==> config.mk <==
export PLATFORM = sky130hd
export DESIGN_NAME = cds_carrier_divider_sets
export DESIGN_NICKNAME = d
export VERILOG_FILES = /design/src/inc/cds_pkg.sv /design/src/rtl/cds_carrier_divider_sets.sv /design/src/rtl/cds_set_mux.sv
export SDC_FILE = /design/constraint.sdc
export NUM_CORES = 1
export LEC_CHECK = 0
export BUFFER_PORTS_ARGS = -buffer_cell sky130_fd_sc_hd__buf_2
export CAP_MARGIN = 5
export CORE_ASPECT_RATIO = 0.5
export CORE_MARGIN = 4
export CORE_UTILIZATION = 45
export CTS_CLUSTER_SIZE = 14
export DETAILED_ROUTE_END_ITERATION = 8
export PLACE_DENSITY = 0.68
export SLEW_MARGIN = 10
export SYNTH_ARGS = -nofsm -noshare
export SYNTH_HDL_FRONTEND = slang
export SYNTH_SLANG_ARGS = --single-unit
==> constraint.sdc <==
create_clock -name mclk -period 2.3 [get_ports mclk]
set_clock_uncertainty 0.05 [all_clocks]
set_input_delay 0.46 -clock mclk [delete_from_list [all_inputs] [get_ports mclk]]
set_output_delay 0.46 -clock mclk [all_outputs]
set_load 0.1 [all_outputs]
==> src/inc/cds_pkg.sv <==
// Register map, reset values and field layout of the carrier divider sets
package cds_pkg;

    // Bus widths
    localparam int CDS_ADDR_W = 12;
    localparam int CDS_DATA_W = 32;
    localparam int CDS_REG_W = 8;
    localparam int CDS_IDX_W = 10;

    // Register indices; byte address is four times the index
    localparam logic [CDS_IDX_W-1:0] CDS_IDX_GEN_CONFIG = 10'h000;
    localparam logic [CDS_IDX_W-1:0] CDS_IDX_SET1_REF = 10'h006;
    localparam logic [CDS_IDX_W-1:0] CDS_IDX_SET1_P = 10'h007;
    localparam logic [CDS_IDX_W-1:0] CDS_IDX_SET1_S = 10'h008;
    localparam logic [CDS_IDX_W-1:0] CDS_IDX_SET2_REF = 10'h009;
    localparam logic [CDS_IDX_W-1:0] CDS_IDX_SET2_P = 10'h00A;
    localparam logic [CDS_IDX_W-1:0] CDS_IDX_SET2_S = 10'h00B;
    localparam logic [CDS_IDX_W-1:0] CDS_IDX_ACTIVE = 10'h00F;

    // Reset values of the counter registers
    localparam logic [CDS_REG_W-1:0] CDS_RST_SET1_REF = 8'h77;
    localparam logic [CDS_REG_W-1:0] CDS_RST_SET1_P = 8'h64;
    localparam logic [CDS_REG_W-1:0] CDS_RST_SET1_S = 8'h32;
    localparam logic [CDS_REG_W-1:0] CDS_RST_SET2_REF = 8'h74;
    localparam logic [CDS_REG_W-1:0] CDS_RST_SET2_P = 8'h62;
    localparam logic [CDS_REG_W-1:0] CDS_RST_SET2_S = 8'h32;

    // General configuration fields
    localparam int CDS_SEL_BIT = 0;
    localparam int CDS_HOLD_BIT = 1;
    localparam logic CDS_RST_SEL = 1'h0;
    localparam logic CDS_RST_HOLD = 1'h0;

    // Active set status layout
    localparam int CDS_ACT_S_LSB = 0;
    localparam int CDS_ACT_P_LSB = 8;
    localparam int CDS_ACT_REF_LSB = 16;
    localparam int CDS_ACT_SEL_BIT = 24;

    // Byte address of a register index
    function automatic logic [CDS_ADDR_W-1:0] cds_byte_addr(input logic [CDS_IDX_W-1:0] idx);
        cds_byte_addr = {idx, 2'h0};
    endfunction

endpackage

==> src/rtl/cds_carrier_divider_sets.sv <==
// APB register bank holding two synthesizer counter sets and their selector
//
// Overview of operation
// - Read/write 8-bit first-set reference count at index 0x06, reset 0x77.
// - Read/write 8-bit first-set P count at index 0x07, reset 0x64.
// - Read/write 8-bit first-set S count at index 0x08, reset 0x32.
// - Read/write 8-bit second-set reference count at index 0x09, reset 0x74.
// - Read/write 8-bit second-set P count at index 0x0A, reset 0x62.
// - Read/write 8-bit second-set S count at index 0x0B, reset 0x32.
// - Select bit zero feeds the first set to the synthesizer.
// - Select bit one feeds the second set to the synthesizer.
// - First set at reset values gives the 915 MHz carrier.
// - Second set at reset values gives the 920 MHz carrier.
`timescale 1ns/1ps
module cds_carrier_divider_sets (
    input wire logic mclk,
    input wire logic reset,
    input wire logic psel,
    input wire logic penable,
    input wire logic pwrite,
    input wire logic [cds_pkg::CDS_ADDR_W-1:0] paddr,
    input wire logic [cds_pkg::CDS_DATA_W-1:0] pwdata,
    input wire logic [3:0] pstrb,
    output logic [cds_pkg::CDS_DATA_W-1:0] prdata,
    output logic pready,
    output logic pslverr,
    output logic [cds_pkg::CDS_REG_W-1:0] synthRef,
    output logic [cds_pkg::CDS_REG_W-1:0] synthP,
    output logic [cds_pkg::CDS_REG_W-1:0] synthS,
    output logic synthSet,
    output logic synthLoad
);

    typedef struct packed {
        logic [cds_pkg::CDS_REG_W-1:0] set1Ref;
        logic [cds_pkg::CDS_REG_W-1:0] set1P;
        logic [cds_pkg::CDS_REG_W-1:0] set1S;
        logic [cds_pkg::CDS_REG_W-1:0] set2Ref;
        logic [cds_pkg::CDS_REG_W-1:0] set2P;
        logic [cds_pkg::CDS_REG_W-1:0] set2S;
        logic freqSetSelect;
        logic updateHold;
        logic [cds_pkg::CDS_DATA_W-1:0] readData;
        logic slaveError;
    } cds_regs_t;

    cds_regs_t state;
    cds_regs_t next_state;

    // Bus phase decode
    logic setupPhase;
    logic accessPhase;
    logic writeTaken;
    logic lowLane;
    logic [cds_pkg::CDS_DATA_W-1:0] activeStatus;

    // Address match against a register index
    function automatic logic addr_is(
        input logic [cds_pkg::CDS_ADDR_W-1:0] addr,
        input logic [cds_pkg::CDS_IDX_W-1:0] idx
    );
        addr_is = (addr == cds_pkg::cds_byte_addr(idx));
    endfunction

    // True for any register software may write
    function automatic logic addr_writable(input logic [cds_pkg::CDS_ADDR_W-1:0] addr);
        addr_writable = addr_is(addr, cds_pkg::CDS_IDX_GEN_CONFIG)
            || addr_is(addr, cds_pkg::CDS_IDX_SET1_REF)
            || addr_is(addr, cds_pkg::CDS_IDX_SET1_P)
            || addr_is(addr, cds_pkg::CDS_IDX_SET1_S)
            || addr_is(addr, cds_pkg::CDS_IDX_SET2_REF)
            || addr_is(addr, cds_pkg::CDS_IDX_SET2_P)
            || addr_is(addr, cds_pkg::CDS_IDX_SET2_S);
    endfunction

    // Zero-extend an 8-bit register onto the data bus
    function automatic logic [cds_pkg::CDS_DATA_W-1:0] widen(input logic [cds_pkg::CDS_REG_W-1:0] val);
        widen = {{(cds_pkg::CDS_DATA_W - cds_pkg::CDS_REG_W){1'b0}}, val};
    endfunction

    // Zero-wait slave; answer stands in the first access cycle
    assign setupPhase = psel && !penable;
    assign accessPhase = psel && penable;
    assign lowLane = pstrb[0];
    assign writeTaken = accessPhase && pwrite && lowLane && addr_writable(paddr);
    assign pready = 1'b1;

    // Snapshot of what the synthesizer is running from
    always_comb begin
        activeStatus = '0;
        activeStatus[cds_pkg::CDS_ACT_S_LSB +: cds_pkg::CDS_REG_W] = synthS;
        activeStatus[cds_pkg::CDS_ACT_P_LSB +: cds_pkg::CDS_REG_W] = synthP;
        activeStatus[cds_pkg::CDS_ACT_REF_LSB +: cds_pkg::CDS_REG_W] = synthRef;
        activeStatus[cds_pkg::CDS_ACT_SEL_BIT] = synthSet;
    end

    // Next register contents, read data and error
    always_comb begin
        next_state = state;

        // Writes land on the access edge; pready is always high
        if (writeTaken) begin
            if (addr_is(paddr, cds_pkg::CDS_IDX_GEN_CONFIG)) begin
                next_state.freqSetSelect = pwdata[cds_pkg::CDS_SEL_BIT];
                next_state.updateHold = pwdata[cds_pkg::CDS_HOLD_BIT];
            end
            if (addr_is(paddr, cds_pkg::CDS_IDX_SET1_REF)) begin
                next_state.set1Ref = pwdata[cds_pkg::CDS_REG_W-1:0];
            end
            if (addr_is(paddr, cds_pkg::CDS_IDX_SET1_P)) begin
                next_state.set1P = pwdata[cds_pkg::CDS_REG_W-1:0];
            end
            if (addr_is(paddr, cds_pkg::CDS_IDX_SET1_S)) begin
                next_state.set1S = pwdata[cds_pkg::CDS_REG_W-1:0];
            end
            if (addr_is(paddr, cds_pkg::CDS_IDX_SET2_REF)) begin
                next_state.set2Ref = pwdata[cds_pkg::CDS_REG_W-1:0];
            end
            if (addr_is(paddr, cds_pkg::CDS_IDX_SET2_P)) begin
                next_state.set2P = pwdata[cds_pkg::CDS_REG_W-1:0];
            end
            if (addr_is(paddr, cds_pkg::CDS_IDX_SET2_S)) begin
                next_state.set2S = pwdata[cds_pkg::CDS_REG_W-1:0];
            end
        end

        // Read data and error are captured in the setup cycle
        if (setupPhase) begin
            next_state.readData = '0;
            next_state.slaveError = 1'b0;
            if (addr_is(paddr, cds_pkg::CDS_IDX_GEN_CONFIG)) begin
                next_state.readData[cds_pkg::CDS_SEL_BIT] = state.freqSetSelect;
                next_state.readData[cds_pkg::CDS_HOLD_BIT] = state.updateHold;
            end else if (addr_is(paddr, cds_pkg::CDS_IDX_SET1_REF)) begin
                next_state.readData = widen(state.set1Ref);
            end else if (addr_is(paddr, cds_pkg::CDS_IDX_SET1_P)) begin
                next_state.readData = widen(state.set1P);
            end else if (addr_is(paddr, cds_pkg::CDS_IDX_SET1_S)) begin
                next_state.readData = widen(state.set1S);
            end else if (addr_is(paddr, cds_pkg::CDS_IDX_SET2_REF)) begin
                next_state.readData = widen(state.set2Ref);
            end else if (addr_is(paddr, cds_pkg::CDS_IDX_SET2_P)) begin
                next_state.readData = widen(state.set2P);
            end else if (addr_is(paddr, cds_pkg::CDS_IDX_SET2_S)) begin
                next_state.readData = widen(state.set2S);
            end else if (addr_is(paddr, cds_pkg::CDS_IDX_ACTIVE)) begin
                next_state.readData = activeStatus;
                next_state.slaveError = pwrite; // Status is read-only
            end else begin
                next_state.slaveError = 1'b1; // Unmapped or misaligned
            end
            if (pwrite) begin
                next_state.readData = '0;
            end
        end
    end

    // Register the whole state; reset gives the documented values
    always_ff @(posedge mclk) begin
        if (reset) begin
            state.set1Ref <= cds_pkg::CDS_RST_SET1_REF;
            state.set1P <= cds_pkg::CDS_RST_SET1_P;
            state.set1S <= cds_pkg::CDS_RST_SET1_S;
            state.set2Ref <= cds_pkg::CDS_RST_SET2_REF;
            state.set2P <= cds_pkg::CDS_RST_SET2_P;
            state.set2S <= cds_pkg::CDS_RST_SET2_S;
            state.freqSetSelect <= cds_pkg::CDS_RST_SEL;
            state.updateHold <= cds_pkg::CDS_RST_HOLD;
            state.readData <= '0;
            state.slaveError <= 1'b0;
        end else begin
            state <= next_state;
        end
    end

    // Answer only in the access phase, so the bus sees no stale data
    assign prdata = accessPhase ? state.readData : '0;
    assign pslverr = accessPhase && state.slaveError;

    // Group selection towards the synthesizer
    cds_set_mux setMux (
        .mclk(mclk),
        .reset(reset),
        .freqSetSelect(state.freqSetSelect),
        .updateHold(state.updateHold),
        .set1Ref(state.set1Ref),
        .set1P(state.set1P),
        .set1S(state.set1S),
        .set2Ref(state.set2Ref),
        .set2P(state.set2P),
        .set2S(state.set2S),
        .synthRef(synthRef),
        .synthP(synthP),
        .synthS(synthS),
        .synthSet(synthSet),
        .synthLoad(synthLoad)
    );

endmodule

==> src/rtl/cds_set_mux.sv <==
// Selects one counter set and presents it to the synthesizer as a group
`timescale 1ns/1ps
module cds_set_mux (
    input wire logic mclk,
    input wire logic reset,
    input wire logic freqSetSelect,
    input wire logic updateHold,
    input wire logic [cds_pkg::CDS_REG_W-1:0] set1Ref,
    input wire logic [cds_pkg::CDS_REG_W-1:0] set1P,
    input wire logic [cds_pkg::CDS_REG_W-1:0] set1S,
    input wire logic [cds_pkg::CDS_REG_W-1:0] set2Ref,
    input wire logic [cds_pkg::CDS_REG_W-1:0] set2P,
    input wire logic [cds_pkg::CDS_REG_W-1:0] set2S,
    output logic [cds_pkg::CDS_REG_W-1:0] synthRef,
    output logic [cds_pkg::CDS_REG_W-1:0] synthP,
    output logic [cds_pkg::CDS_REG_W-1:0] synthS,
    output logic synthSet,
    output logic synthLoad
);

    typedef struct packed {
        logic [cds_pkg::CDS_REG_W-1:0] refCount;
        logic [cds_pkg::CDS_REG_W-1:0] p;
        logic [cds_pkg::CDS_REG_W-1:0] s;
        logic sel;
        logic load;
    } cds_mux_t;

    cds_mux_t state;
    cds_mux_t next_state;

    // All three values switch on one edge; hold freezes the group
    always_comb begin
        next_state = state;
        next_state.load = 1'b0;
        if (!updateHold) begin
            next_state.sel = freqSetSelect;
            if (freqSetSelect) begin
                next_state.refCount = set2Ref;
                next_state.p = set2P;
                next_state.s = set2S;
            end else begin
                next_state.refCount = set1Ref;
                next_state.p = set1P;
                next_state.s = set1S;
            end
            next_state.load = (next_state.refCount != state.refCount) || (next_state.p != state.p)
                || (next_state.s != state.s) || (next_state.sel != state.sel);
        end
    end

    // Reset presents the first set's reset values
    always_ff @(posedge mclk) begin
        if (reset) begin
            state.refCount <= cds_pkg::CDS_RST_SET1_REF;
            state.p <= cds_pkg::CDS_RST_SET1_P;
            state.s <= cds_pkg::CDS_RST_SET1_S;
            state.sel <= cds_pkg::CDS_RST_SEL;
            state.load <= 1'b0;
        end else begin
            state <= next_state;
        end
    end

    assign synthRef = state.refCount;
    assign synthP = state.p;
    assign synthS = state.s;
    assign synthSet = state.sel;
    assign synthLoad = state.load;

endmodule

==> impl_summary.txt <==
----------------------------------------------------
[Run status]
  Status ... finished, final reports clean

[Logic synthesis]
  Cell types with the largest area share after synthesis ... sky130_fd_sc_hd__dfxtp_1 40%, sky130_fd_sc_hd__mux2i_1 12%, sky130_fd_sc_hd__nor2_1 7.0%, sky130_fd_sc_hd__a21oi_1 3.5%, sky130_fd_sc_hd__and3_1 3.3%
  Number of flip-flops and latches in the synthesized netlist ... 102
  Sequential area share after synthesis ... 39.6%
  Number of enable flip-flop cells after synthesis ... 0
  Unique cell type count in the Yosys netlist ... 55
  Most instantiated flip-flop cell in the synthesis netlist ... sky130_fd_sc_hd__dfxtp_1
  Post-Syn Instances ... 605
  Leading post-synthesis cells by instance count ... 102 x sky130_fd_sc_hd__dfxtp_1, 96 x sky130_fd_sc_hd__nor2_1, 64 x sky130_fd_sc_hd__mux2i_1
  Cell accounting for the most synthesized area ... sky130_fd_sc_hd__dfxtp_1
  Cell with the most instances after synthesis ... sky130_fd_sc_hd__dfxtp_1
  Synthesis Warnings ... 0
  Post-synthesis async set-or-reset flop share ... 0%
  Avg Cell Area, Syn ... 8.53 um^2
  Share of the synthesized area in the top cell type ... 39.6%
  Netlist area before placement ... 0.00516 mm^2

[Drt]
  Detailed-router iteration count before antenna repair ... 5
  DRC violations left ... 0
  Via density ... 5.73
  Total Routed Length ... 15.5 mm
  Detail Route Antenna Nets ... 0
  Initial DRC count ... 532
  Count of vias placed by the detailed router ... 4839
  WL per Instance ... 18.3 um

[CTS]
  CTS Root Cell ... sky130_fd_sc_hd__clkbuf_16
  Number of gates resized after CTS ... 0
  Worst-Skew Late Latency ... 350 ps
  Clock tree sinks ... 102
  H-tree level count ... 3
  Clock Pin Slew Worst Setup and Hold Paths ... 70 ps
  Clock tree from TritonCTS ... built
  Post-CTS Setup Repair Bufs ... 0
  Clock buffer count from CTS ... 9
  Bufs on Longest Clock Path ... 2
  Hold buffers post-CTS ... 0

[Global routing]
  Aggregate global-route resource usage ... 22.9%
  Antenna violations before repair ... 0
  Most crowded layer after global routing ... met2
  Total congestion overflow after global routing ... 0
  Pin count of the biggest net entering global routing ... 35
  GRT met3 Usage ... 5.43%
  Via count of the first global-routing pass ... 4363
  First-pass GRT wire length ... 24.1 mm
  Met2 global-route usage ... 33.6%
  GR met1 Demand/Resource ... 33.2%

[Worst setup path]
  Arr. time, crit path ... 2330 ps
  Startpoint of the worst register-to-register path ... state[34]
  Type of element launching the critical path ... flop
  R2R Path End ... setMux.synthLoad
  Largest driver fanout on the critical path ... 22
  Endpoint type of the worst setup path ... flop
  Required time worst endpoint ... 2470 ps
  Critical Path End ... setMux.synthLoad
  CP Launch Point ... state[34]
  Reg2Reg Depth ... 6
  Flop-to-flop setup slack ... 130 ps
  Worst Path Class, Setup ... flop to flop

[Die]
  Die Y-Extent ... 83.7 um
  Effective utilization at floorplan ... 46.6%
  Die outline area ... 0.0133 mm^2
  Count of standard-cell rows ... 27
  Horiz. Die Dim ... 159 um
  Top-Level Pins ... 113
  Floorplan core area ... 0.0111 mm^2

[STA]
  Final worst-path cycle share ... 94.1%
  Number of failing hold endpoints at the final stage ... 0
  Worst slew pin tran ... 632 ps
  Aggregate negative setup slack ... 0 ps
  Slew Limit Fails ... 0
  Final min period ... 2170 ps
  Worst hold margin ... 365 ps
  Fmax ... 0.462 GHz
  Max transition margin ... 57.4%
  Crit path setup slack, layout ... 135 ps
  Unrepaired setup endpoints after global routing ... false
  Total of endpoints with negative setup slack in the final report ... 0

[Cells and area]
  Number of nets at the end of the flow ... 748
  Inserted Diodes ... 0
  End-of-flow core utilization ... 59.8%
  Final Instance Count excl. Fillers ... 845
  Share of final-layout standard cells stronger than drive strength 1 ... 23.4%
  Layout overhead on the synthesized area ... 28.3%

[Place]
  Pre-CTS setup slack ... -21.6 ps
  Number of input and output port buffers inserted ... 77
  GP Congestion ... 0.960
  Number of instances in the placed design ... 829
  Detailed-placement wirelength estimate ... 11.3 mm

[Worst hold path]
  HP Class ... primary input to flop

[Pwr]
  Max rail drop VDD ... 0.315 mV
  Power per standard cell area ... 548 mW/mm^2
  Standby leakage power ... 2.71 nW

[Run]
  Maxcap violations ... 0

----------------------------------------------------
## layout make-up
class / count / area, um^2
fill: 972 / 4460
multi-input combinational: 440 / 2830
timing repair buffer: 126 / 1190
clock inverter: 5 / 68.8
clock buffer: 11 / 243
inverter: 16 / 60.1
sequential: 102 / 2040
tap: 145 / 181
## registers in the layout, indices dropped and copies added, names as in the netlist
register and flops:
setMux.synthLoad 1, setMux.synthP 8, setMux.synthRef 8, setMux.synthS 8, setMux.synthSet 1, state 76
## critical path: stages (launching register included)
cell,delay [ps]
sky130_fd_sc_hd__dfxtp_1,450
sky130_fd_sc_hd__buf_12,220
sky130_fd_sc_hd__mux2i_1,450
sky130_fd_sc_hd__xor2_1,250
sky130_fd_sc_hd__nand4_1,120
sky130_fd_sc_hd__nor4_1,330
sky130_fd_sc_hd__a311oi_1,140
## metal layers
metal,share of wire [%],up-vias,wire length [um]
met5,0,-,0
li1,-,2304,-
met4,1.6,0,248
met2,43,233,6600
met3,9.6,22,1490
met1,46,2280,7140
## metrics by stage
| stage | instance area [um^2] | total power [mW] |
|---|---|---|
| 2_1_floorplan | 5180 | 1.99 |
| 3_3_place_gp | 6310 | 2.08 |
| 3_5_place_dp | 6310 | 2.09 |
| 4_1_cts | 6620 | 3.65 |
| 5_1_grt | 6620 | 3.73 |
| 6_report | 6620 | 3.63 |
## cell families (layout without fill, tap and decap cells)
logic type      Yosys count  after routing  share of synthesized area (%)
xor+xnor                 25             25                           4.24
other cells               2              8                          0.146
compound gates          110            110                           14.1
flops                   102            102                           39.6
buf+inv                  69            158                           6.33
mux                      71             71                           13.9
simple gates            226            226                           21.7
## power by group
group	total [mW]	internal (mW)	switching (mW)
clock network	1.58	0.887	0.691
logic	0.285	0.0754	0.210
registers	1.77	1.77	0.000602
## worst min-delay path by stage
| stage | start | end | slack [ps] | depth (start not counted) |
|---|---|---|---|---|
| floorplan | state[1] | state[1] | 390 | 1 |
| global placement | state[52] | state[52] | 400 | 2 |
| detailed placement | state[4] | state[4] | 410 | 1 |
| CTS | pwdata[4] | state[39] | 350 | 3 |
| global route | pwdata[4] | state[55] | 370 | 3 |
| finish | pwdata[4] | state[39] | 360 | 3 |
## placed cells by master (no fill, tap or decap), drive strengths merged, types with 2 or more instances in the layout
cell type / synthesis / layout
a221oi: 7 / 7
and3: 27 / 27
nand4: 10 / 10
nand2b: 3 / 3
nor3: 10 / 10
clkinv: 1 / 4
mux2i: 64 / 64
xor2: 15 / 15
and4: 2 / 2
nor4: 10 / 10
clkbuf: 23 / 11
conb: 2 / 8
dfxtp: 102 / 102
or4: 2 / 2
nand2: 43 / 43
xnor2: 10 / 10
inv: 15 / 16
a22oi: 18 / 18
o21ai: 16 / 16
mux2: 7 / 7
a22o: 7 / 7
buf: 30 / 126
o211ai: 9 / 9
a21o: 2 / 2
a21oi: 36 / 36
o32ai: 6 / 6
nor2b: 3 / 3
nor2: 97 / 97
nand3: 11 / 11
Power figures use the tool's default switching activity.
